## config.mk

```make
export PLATFORM = sky130hd
export DESIGN_NAME = upi_port
export DESIGN_NICKNAME = d
export VERILOG_FILES = /design/src/rtl/upi_port.v /design/src/rtl/upi_buf2.v
export VERILOG_INCLUDE_DIRS = /design/src /design/src/inc
export SDC_FILE = /design/constraint.sdc
export NUM_CORES = 1
export LEC_CHECK = 0
export BUFFER_PORTS_ARGS = -buffer_cell sky130_fd_sc_hd__buf_2
export CORE_MARGIN = 10
export CORE_UTILIZATION = 49
export CTS_CLUSTER_DIAMETER = 200
export DETAILED_ROUTE_END_ITERATION = 6
export GPL_ROUTABILITY_DRIVEN = 0
export PLACE_DENSITY_LB_ADDON = 0.08
export SYNTH_ARGS = -nofsm -noshare
export SYNTH_HDL_FRONTEND = slang
export SYNTH_SLANG_ARGS = --single-unit
```

## constraint.sdc

```tcl
create_clock -name clock -period 1.5 [get_ports clock]
set_clock_uncertainty 0.05 [all_clocks]
set_input_delay 0.225 -clock clock [delete_from_list [all_inputs] [get_ports clock]]
set_output_delay 0.225 -clock clock [all_outputs]
set_load 0.02 [all_outputs]
```

## src/inc/ulpi_pin_regs.vh

```
// Constants for the transceiver-side link port block
`ifndef ULPI_PIN_REGS_VH
`define ULPI_PIN_REGS_VH
`define UPI_SYS_CLK_MHZ       100
`define UPI_IFCLK_MHZ         60
`define UPI_IFCLK_DIV         2
`define UPI_REF_SEL_13M       2'b00
`define UPI_REF_SEL_19M2      2'b01
`define UPI_REF_SEL_26M       2'b10
`define UPI_REF_SEL_24M       2'b11
`define UPI_REF_KHZ_13M       15'h32c8
`define UPI_REF_KHZ_19M2      15'h4b00
`define UPI_REF_KHZ_26M       15'h6590
`define UPI_REF_KHZ_24M       15'h5dc0
`define UPI_DATA_W            8
`define UPI_BUF_DEPTH         2
`define UPI_IDLE_BYTE         8'h00
`endif

```

## src/rtl/upi_port.v

```verilog
// Transceiver side of the link port: clock, direction, handshakes, straps
`timescale 1ns/1ns
`default_nettype none
`include "ulpi_pin_regs.vh"

// Notes on behaviour
// - interface clock out, signals change on rise
// - eight-bit data bus, bit 7 is MSB
// - straps select reference 13/19.2/26/24 MHz
// - next high marks link byte accepted
// - direction high while transceiver has data
// - direction low when idle, watch commands
// - stop means last byte was previous cycle
// - reset low suspends, all pins released
// - bus-power pin senses and pulses
// - commands and status travel in-band
module upi_port (
  input  wire       clock,
  input  wire       nrst,
  input  wire       chip_reset_n,
  input  wire [1:0] ref_freq_select,
  input  wire       reference_clock_in,
  output reg        interface_clock_out,
  input  wire [7:0] data_in,
  output reg  [7:0] data_out,
  output reg  [7:0] data_oe,
  output reg        dir,
  output reg        nxt,
  input  wire       stp,
  input  wire [7:0] tx_data,
  input  wire       tx_valid,
  output reg        tx_ready,
  output reg  [7:0] rx_data,
  output reg        rx_valid,
  input  wire       rx_ready,
  output reg        rx_last,
  input  wire       vbus_pulse_req,
  input  wire       vbus_in,
  output reg        vbus_out,
  output reg        vbus_oe,
  output reg        vbus_valid,
  output reg        ref_ok,
  output reg  [14:0] ref_khz
);
  localparam ST_OFF  = 3'h0;
  localparam ST_IDLE = 3'h1;
  localparam ST_TAU  = 3'h2;
  localparam ST_SEND = 3'h3;
  localparam ST_TAD  = 3'h4;

  reg  [2:0] st_r;
  reg  [2:0] st_nxt;
  reg  [1:0] rst_s_r;
  reg  [1:0] stp_s_r;
  reg  [1:0] vb_s_r;
  reg  [1:0] rc_s_r;
  reg        rc_d_r;
  reg  [7:0] d_s1_r;
  reg  [7:0] d_s2_r;
  reg        div_r;
  reg        tick_r;
  reg        strap_done_r;
  reg        stp_seen_r;
  reg  [7:0] last_byte_r;
  reg        byte_hold_r;
  reg  [1:0] sel_s1_r;
  reg  [1:0] sel_s2_r;
  reg        idle_old_r;
  wire       link_take;
  wire       run;
  wire       buf_in_ready;
  wire [7:0] buf_out_data;
  wire       buf_out_valid;
  wire       buf_pop;

  // Map a strap code to kHz; called only by strap capture
  function [14:0] ref_khz_of;
    input [1:0] sel;
    begin
      case (sel)
        `UPI_REF_SEL_13M:  ref_khz_of = `UPI_REF_KHZ_13M;
        `UPI_REF_SEL_19M2: ref_khz_of = `UPI_REF_KHZ_19M2;
        `UPI_REF_SEL_26M:  ref_khz_of = `UPI_REF_KHZ_26M;
        default:           ref_khz_of = `UPI_REF_KHZ_24M;
      endcase
    end
  endfunction

  // Pin synchronisers; first stages feed only second stages
  // The data bus goes through the same two stages as the control
  // pins, so a byte and the stop that follows it stay in step.
  always @(posedge clock or negedge nrst) begin
    if (!nrst) begin
      rst_s_r <= 2'h0;
      stp_s_r <= 2'h0;
      vb_s_r  <= 2'h0;
      rc_s_r  <= 2'h0;
      rc_d_r  <= 1'b0;
      d_s1_r  <= 8'h00;
      d_s2_r  <= 8'h00;
    end else begin
      rst_s_r <= {rst_s_r[0], chip_reset_n};
      stp_s_r <= {stp_s_r[0], stp};
      vb_s_r  <= {vb_s_r[0], vbus_in};
      rc_s_r  <= {rc_s_r[0], reference_clock_in};
      rc_d_r  <= rc_s_r[1];
      d_s1_r  <= data_in;
      d_s2_r  <= d_s1_r;
    end
  end

  // Strap pins get their own pair of stages. They are read once per
  // run, but a strap tied through a slow pull may still be moving as
  // the part leaves reset, so it is settled like any other pin.
  always @(posedge clock or negedge nrst) begin
    if (!nrst) begin
      sel_s1_r <= 2'h0;
      sel_s2_r <= 2'h0;
    end else begin
      sel_s1_r <= ref_freq_select;
      sel_s2_r <= sel_s1_r;
    end
  end

  // suspend gate
  // Everything below except the receive buffer waits on this; the suspend pin has two stages,
  // so leaving suspend costs two clocks, and the divider two more, before the first tick.
  assign run = rst_s_r[1];

  // interface clock divider and tick
  // The clock out rises on the very edge at which the tick moves the
  // port signals, so they change with that rise and the link has a
  // whole period to sample them before the next one.
  always @(posedge clock or negedge nrst) begin
    if (!nrst) begin
      div_r               <= 1'b0;
      tick_r              <= 1'b0;
      interface_clock_out <= 1'b0;
    end else begin
      div_r               <= run ? ~div_r : 1'b0;
      tick_r              <= run & div_r;
      interface_clock_out <= run & ~div_r;
    end
  end

  // strap capture after reset release
  // Straps are caught once per run, so a later glitch cannot move the PLL.
  always @(posedge clock or negedge nrst) begin
    if (!nrst) begin
      strap_done_r <= 1'b0;
      ref_khz      <= 15'h0000;
      ref_ok       <= 1'b0;
    end else if (!run) begin
      strap_done_r <= 1'b0;
      ref_ok       <= 1'b0;
    end else begin
      if (!strap_done_r) begin
        ref_khz      <= ref_khz_of(sel_s2_r);
        strap_done_r <= 1'b1;
      end
      if (rc_s_r[1] & ~rc_d_r)
        ref_ok <= strap_done_r;
    end
  end

  // Direction state machine
  // Only the transmit side steers it; link bytes are taken in idle,
  // so streams in the two directions never overlap on the bus.
  always @* begin
    st_nxt = st_r;
    case (st_r)
      ST_OFF:  st_nxt = ST_IDLE;
      ST_IDLE: if (tx_valid) st_nxt = ST_TAU;
      ST_TAU:  st_nxt = ST_SEND;
      ST_SEND: if (!tx_valid) st_nxt = ST_TAD;
      ST_TAD:  st_nxt = ST_IDLE;
      default: st_nxt = ST_OFF;
    endcase
  end

  // Output word moves on whenever the output is empty or the consumer is taking
  assign buf_pop = rx_ready | ~rx_valid;

  // accept a link byte only when buffer has room
  // A next pulse fills the buffer three clocks later, behind the data
  // stages, so a pulse already out blocks the following one: half the
  // rate, but no byte is ever pushed into a full buffer.
  // The bus is also ignored for one tick after the turnaround, since
  // the data stages still hold what stood on the released bus.
  assign link_take = (st_nxt == ST_IDLE) & (st_r == ST_IDLE) &
                     idle_old_r & buf_in_ready & ~nxt &
                     (d_s2_r != `UPI_IDLE_BYTE) & ~stp_s_r[1];

  // Port outputs, all registered and moved on the tick, except tx_ready, which drops the clock after
  always @(posedge clock or negedge nrst) begin
    if (!nrst) begin
      st_r        <= ST_OFF;
      dir         <= 1'b0;
      nxt         <= 1'b0;
      data_out    <= `UPI_IDLE_BYTE;
      data_oe     <= 8'h00;
      tx_ready    <= 1'b0;
    end else if (!run) begin
      // all port drivers released while suspended
      st_r     <= ST_OFF;
      dir      <= 1'b0;
      nxt      <= 1'b0;
      data_oe  <= 8'h00;
      tx_ready <= 1'b0;
    end else if (tick_r) begin
      st_r       <= st_nxt;
      // direction high from turnaround through send
      dir        <= (st_nxt == ST_TAU) | (st_nxt == ST_SEND);
      // no drive in either turnaround cycle
      data_oe    <= (st_nxt == ST_SEND) ? 8'hff : 8'h00;
      // byte lanes map straight, bit 7 is MSB
      // in-band status bytes ride this same path
      data_out   <= tx_data;
      tx_ready   <= (st_nxt == ST_SEND) & tx_valid;
      // next is the registered acceptance decision
      nxt        <= link_take;
    end else begin
      // Taken pulse lasts one clock, not a whole tick period
      tx_ready    <= 1'b0;
    end
  end

  // accepted byte held, next one taken two ticks later at the earliest
  // The byte that a next pulse took is in the second data stage one
  // tick later; it is caught there and offered for one clock.
  always @(posedge clock or negedge nrst) begin
    if (!nrst) begin
      stp_seen_r  <= 1'b0;
      idle_old_r  <= 1'b0;
      last_byte_r <= 8'h00;
      byte_hold_r <= 1'b0;
    end else if (!run) begin
      idle_old_r  <= 1'b0;
      byte_hold_r <= 1'b0;
    end else if (tick_r) begin
      stp_seen_r  <= stp_s_r[1];
      idle_old_r  <= (st_r == ST_IDLE);
      byte_hold_r <= nxt;
      last_byte_r <= d_s2_r;
    end else begin
      byte_hold_r <= 1'b0;
    end
  end

  // stop marks the previous byte as the last of the stream
  // a stop is taken as a single-cycle event on its rise
  // A stop held high longer still marks only one word, since the rise
  // is found against the level kept at the previous tick.
  always @(posedge clock or negedge nrst) begin
    if (!nrst) begin
      rx_data  <= 8'h00;
      rx_valid <= 1'b0;
      rx_last  <= 1'b0;
    end else if (!run) begin
      rx_valid <= 1'b0;
      rx_last  <= 1'b0;
    end else if (buf_pop) begin
      rx_valid <= buf_out_valid;
      rx_data  <= buf_out_data;
      rx_last  <= tick_r & stp_s_r[1] & ~stp_seen_r;
    end
  end

  // Receive buffer; its ready throttles next, so no byte is lost
  upi_buf2 u_buf (
    .clock     (clock),
    .nrst      (nrst),
    .in_data   (last_byte_r),
    .in_valid  (byte_hold_r),
    .in_ready  (buf_in_ready),
    .out_data  (buf_out_data),
    .out_valid (buf_out_valid),
    .out_ready (buf_pop)
  );

  // bus-power pin senses level and drives pulses
  // Sensing stays live while pulsing, so the level reported back
  // includes the charge that the pulse itself puts on the line.
  always @(posedge clock or negedge nrst) begin
    if (!nrst) begin
      vbus_out   <= 1'b0;
      vbus_oe    <= 1'b0;
      vbus_valid <= 1'b0;
    end else begin
      vbus_out   <= run & vbus_pulse_req;
      vbus_oe    <= run & vbus_pulse_req;
      vbus_valid <= run & vb_s_r[1];
    end
  end
endmodule
`default_nettype wire

```

## src/rtl/upi_buf2.v

```verilog
// Two-entry valid/ready buffer for received bytes
`timescale 1ns/1ns
`default_nettype none
module upi_buf2 (
  input  wire       clock,
  input  wire       nrst,
  input  wire [7:0] in_data,
  input  wire       in_valid,
  output wire       in_ready,
  output wire [7:0] out_data,
  output wire       out_valid,
  input  wire       out_ready
);
  reg [7:0] mem_r [0:1];
  reg       wp_r;
  reg       rp_r;
  reg [1:0] cnt_r;
  wire      push;
  wire      pop;

  // Honest full and empty from the occupancy count
  assign in_ready  = (cnt_r != 2'h2);
  assign out_valid = (cnt_r != 2'h0);
  assign out_data  = mem_r[rp_r];
  assign push      = in_valid & in_ready;
  assign pop       = out_valid & out_ready;

  // Pointers and count
  always @(posedge clock or negedge nrst) begin
    if (!nrst) begin
      wp_r     <= 1'b0;
      rp_r     <= 1'b0;
      cnt_r    <= 2'h0;
      mem_r[0] <= 8'h00;
      mem_r[1] <= 8'h00;
    end else begin
      if (push) begin
        mem_r[wp_r] <= in_data;
        wp_r        <= ~wp_r;
      end
      if (pop)
        rp_r <= ~rp_r;
      cnt_r <= cnt_r + {1'b0, push} - {1'b0, pop};
    end
  end
endmodule
`default_nettype wire

```

* After elaboration in Yosys (flattened, before gate mapping) *
Cells that the tools add are included.
W data, S select, Z words.

storage, ports and cells
  logic and storage cells = 124
  flip-flop bits (word level) = 114
  bits in read-only memories = 0
  memories kept = 0
  RAM bits = 0
  bits in latches = 0

cells by class
  shifts and indexed selects = 0
  $add $sub $neg = 2
  multiplexer cells = 33
  $mul = 0
  magnitude comparators = 3
  bitwise gates (word level) = 29
  divide/modulo/power cells = 0
  reduce and logical (&&, ||, !) cells = 9
  eq/ne operators = 13

operators with widths
  cell                  count
  $mux W8               7
  $pmux W15 S3          1
  $mux W1               18
  $and A1 B1 Y1         16
  $bwmux W16            1
  $eq A3 B2 Y1 const B  4
  $mux W3               4
  $pmux W3 S4           1
  $not A1 Y1            9
  $demux W8 S1          1
  $reduce_bool A8 Y1    1
  $eq A3 B1 Y1 const B  2
  $ne A2 B1 Y1 const B  3
  $reduce_and A2 Y1     3
  $ge A2 B2 Y1 const B  2
  $not A1 Y2            2
  $eq A3 B3 Y1 const B  1
  $logic_not A3 Y1      1
  $add A2 B1 Y2         1
  $eq A2 B1 Y1 const B  1
  $eq A2 B2 Y1 const B  1
  $logic_not A2 Y1      1
  $lt A2 B1 Y1 const B  1
  $ne A2 B2 Y1 const B  1
  5 further kinds       6

* Logic depth before layout (Yosys ltp) *
  depth after elaboration = 12
  mapped depth = 7

* Hierarchy *
From an unflattened synthesis, not the netlist that was laid out.

unflattened totals
  cells, all modules = 269
  area total of the unflattened synthesis = 3912.5 um^2

by module, submodules not included
  module    times used  cells each  seq. area each (um^2)  area each (um^2)
  upi_port  1           205         2001.9                 2987.9
  upi_buf2  1           64          500.5                  924.6

* Worst setup path before layout *
No wires, ideal clock.

  kind = register to register
  start = register rx_valid
  end = register u_buf.cnt_r[1]
  cell stages (with the launch flop) = 8
  library setup time = 0.125 ns
  path slack = -0.145 ns
  path buffers = 0
  arrival = 1.470 ns
  cells stage by stage = dfrtp_1 nor2b_1 nor2_1 ha_1 inv_1 ha_1 xnor2_1 xnor2_1

on the way
  longest elaborated chain between the ends = 4

ends and longest elaborated chain
  item                    line            source
  start, declared         upi_port.v:34   output reg rx_valid,
  start signal, assigned  upi_port.v:263  rx_valid <= buf_out_valid;
  $not A1 Y1              upi_port.v:182  assign buf_pop = rx_ready | ~rx_valid;
  $or A1 B1 Y1            upi_port.v:182
  $and A1 B1 Y1           upi_buf2.v:26   assign pop = out_valid & out_ready;
  net u_buf.pop           upi_buf2.v:19   wire pop;
  $sub A2 B1 Y2           upi_buf2.v:43   cnt_r <= cnt_r + {1'b0, push} - {1'b0, pop};
  end signal, assigned    upi_buf2.v:43
  end, declared           upi_buf2.v:17   reg [1:0] cnt_r;

The timed path passes the listed nets, and every way through them passes these cells.
A chain may end at the register's enable or synchronous reset.

* Worst setup path after layout *
  start = register u_buf.cnt_r[0]
  end = register u_buf.mem_r[15] (netlist name)

on the way
  longest elaborated chain between the ends = 2

ends and longest elaborated chain
  item                           line           source
  $ne A2 B2 Y1                   upi_buf2.v:22  assign in_ready = (cnt_r != 2'h2);
  $and A1 B1 Y1                  upi_buf2.v:25  assign push = in_valid & in_ready;
  end signal, assigned by index  upi_buf2.v:38  mem_r[wp_r] <= in_data;
  end, declared                  upi_buf2.v:14  reg [7:0] mem_r [0:1];

Every way passes these cells.

==> run_results.csv <==
group,metric,value,unit
worst_hold_path,hp-start,"vbus_pulse_req",
synth,syn_area_per_cell,13.9,um2
floorplan,die_x,109,um
route,first_iter_violations,66,
timing,setup_violations,2,
worst_hold_path,hold_path_depth,2,
critical_path,reg2reg_setup_slack,-0.004,ns
synth,synth_seq_cells,100,
power_and_ir_drop,power-per-cell-area,1300,mW/mm2
clocking,tritoncts,"built",
route,antenna_left,0,
route,drcViolationCount,0,
critical_path,ff2ff_path_depth,5,
place,dp_cells,447,
synth,yosysSeqAreaShare,64.8,%
job,drv_cap,0,
worst_hold_path,hold_end,"vbus_oe$_DFF_PN0_",
critical_path,critPathKind,"reg2reg",
critical_path,worst_ep_arrival_time,1.70,ns
power_and_ir_drop,p_leak,0.00236,uW
critical_path,required,1.69,ns
grt,antenna_found_initial,0,
timing,rsz0062_at_grt,"yes",
floorplan,core-area,0.00769,mm2
outcome,status,"complete, but fails checks",
worst_hold_path,hp-class,"in2reg",
route,viasPerCell,4.81,
timing,hold_ws,0.0302,ns
route,vias,2304,
grt,grtUsageTotal,13.0,%
synth,syn_area,0.00386,mm2
layout,layout_commonest_cell,"dfrtp_1",
timing,timing.fmax,665,MHz
timing,finalHoldViolations,0,
critical_path,cp_max_fo,8,
critical_path,end_kind,"register",
clocking,cts_root_buffer,"clkbuf_8",
grt,grt.overflow.total,0,
critical_path,reg2reg_to,"u_buf.mem_r[15]$_DFFE_PN0P_",
layout,final_cell_mix,"dfrtp_1 (99), buf_2 (70), mux2_2 (27)",
clocking,clk_latency,0.36,ns
clocking,clkTransAtPathRegs,0.10,ns
timing,worstMarginPinSlew,0.549,ns
power_and_ir_drop,vdd_ir_drop_max,0.000718,V
grt,grt_start_max_net_pins,26,
timing,maxSlewViolCount,0,
clocking,clockBufferDepth,2,
floorplan,die_area,0.0118,mm2
layout,fin_cells,479,
place,dpl.hpwl,5290,um
floorplan,row_count,32,
synth,synthCells,277,
layout,fillers,620,
grt,grt_pass1_vias,2412,
timing,fin_crit,1.50,ns
critical_path,start_kind,"register",
grt,grt_pass1_wl,12100,um
critical_path,r2r-start,"u_buf.cnt_r[0]$_DFF_PN0_",
clocking,clkSinkCount,100,
layout,seq_area,0.00250,mm2
place,port_buffers,71,
layout,drive_above_1_share,41.1,%
synth,ys_warn_count,0,
clocking,cts_buffers,9,
layout,nNetsFinal,407,
layout,postLayoutCellArea,0.00480,mm2
route,drt_wl_total,7390,um
timing,fin_crit_sh,100,%
layout,multi_input_area,0.00123,mm2
floorplan,start_util,50.2,%
timing,max_slew_margin,63.4,%
place,post_dp_cell_area,0.00439,mm2
synth,synth.distinct_cells,38,
route,routedWlPerCell,15.4,um
timing,layout_setup_ws,-0.00360,ns
layout,area_delta_synth_final,24.3,%
layout,diodes,0,
route,firstDrtPassIters,4,
clocking,htreeDepth,3,
floorplan,dieHeight,109,um
floorplan,ios,76,
outcome,violations,"setup timing",
-- stage by stage --
step	total power (uW)	setup WS (ns)	TNS [ns]	utilization, %
after global placement	4370	0.0267	0	57.2
after CTS	6200	-0.00324	-0.00324	61.9
after detailed placement	4400	-0.00800	-0.00800	57.2
after floorplan	3940	-0.0169	-0.0169	-
after global routing	6560	-0.0544	-0.263	62.4
final	6230	-0.00360	-0.00493	62.4
-- per-layer routing --
layer  vias to the layer above  share of wire (%)  GRT usage, %
met5                         -                  0             0
met4                         0                1.5          5.08
met3                         8                5.2          3.30
met2                        51                 47          19.9
met1                      1130                 47          17.5
li1                       1115                  -             -
-- repair_timing --
action / in CTS / in global routing
endpoints found under the setup margin: 1 / 4
hold buffers: 15 / 0
resized for setup: 1 / 6
pin swaps: 0 / 5
endpoints found under the hold margin: 35 / 0
setup buffers: 0 / 1
-- layout make-up --
class	count	share of cell area, %
clock buffer	10	2.87
clock inverter	6	1.51
inverter	6	0.469
multi-input combinational	149	25.6
sequential	100	52.2
tap	102	2.66
timing repair buffer	106	14.8
-- power breakdown --
group	internal [uW]	switching, uW
logic	615	650
registers	2980	234
clock network	830	922
total	4430	1800
-- registers in the layout (all words and copies together), names as in the netlist, 3 cells and up --
register     cells
u_buf.mem_r     16
ref_khz          9
d_s1_r           8
d_s2_r           8
data_out         8
last_byte_r      8
rx_data          8
st_r             3
-- kinds of logic after synthesis --
kind of cell	Yosys count	share of synthesized area, %
AO/OA/AOI/OAI	35	5.06
XOR/XNOR	4	0.908
adder cells (fa/ha/maj)	8	2.59
buffers and inverters	31	5.15
flip-flops	100	64.8
multiplexers	46	13.8
other	1	0.0972
AND/OR/NAND/NOR	52	7.52
-- synthesized netlist by cell type, drive strengths merged --
cell     number  area (um2)
nand4b        1        8.76
o21ai         8        40.0
o32ai         1        8.76
o31ai         3        22.5
nand2b        6        45.0
xor2          2        17.5
inv           6        22.5
nand3         3        20.0
nor2         13        48.8
nor3b         2        15.0
a32oi         1        8.76
nand4bb       1        11.3
and3          1        6.26
nor4b         1        8.76
conb          1        3.75
clkbuf        2        8.75
and2b         1        7.51
mux2i        11         110
and3b         1        8.76
mux2         35         424
and2          4        25.0
xnor2         2        17.5
buf          23         168
a21oi        21         105
or4           2        15.0
o211a         1        10.0
nand2        13        51.3
dfrtp       100        2500
ha            8         100
nor2b         3        18.8
-- worst max-delay path: stages (launching register included) --
cell and delay [ns]:
dfrtp_1 0.42, buf_4 0.15, nand2b_4 0.15, and3b_1 0.19, buf_12 0.15, mux2_4 0.29
-- worst max path at each step --
stage                                             end  slack, ns                     start  depth (start not counted)
after floorplan              u_buf.cnt_r[1]$_DFF_PN0_      -0.02      rx_valid$_DFFE_PN0P_                          7
after global placement       u_buf.cnt_r[1]$_DFF_PN0_       0.03  u_buf.cnt_r[0]$_DFF_PN0_                          7
after detailed placement     u_buf.cnt_r[1]$_DFF_PN0_     -0.008  u_buf.cnt_r[0]$_DFF_PN0_                          7
after CTS                    u_buf.cnt_r[1]$_DFF_PN0_     -0.003      rx_valid$_DFFE_PN0P_                          7
after global routing         u_buf.cnt_r[1]$_DFF_PN0_      -0.05  u_buf.cnt_r[1]$_DFF_PN0_                          7
final                     u_buf.mem_r[15]$_DFFE_PN0P_     -0.004  u_buf.cnt_r[0]$_DFF_PN0_                          5
Power figures use the tool's default switching activity.
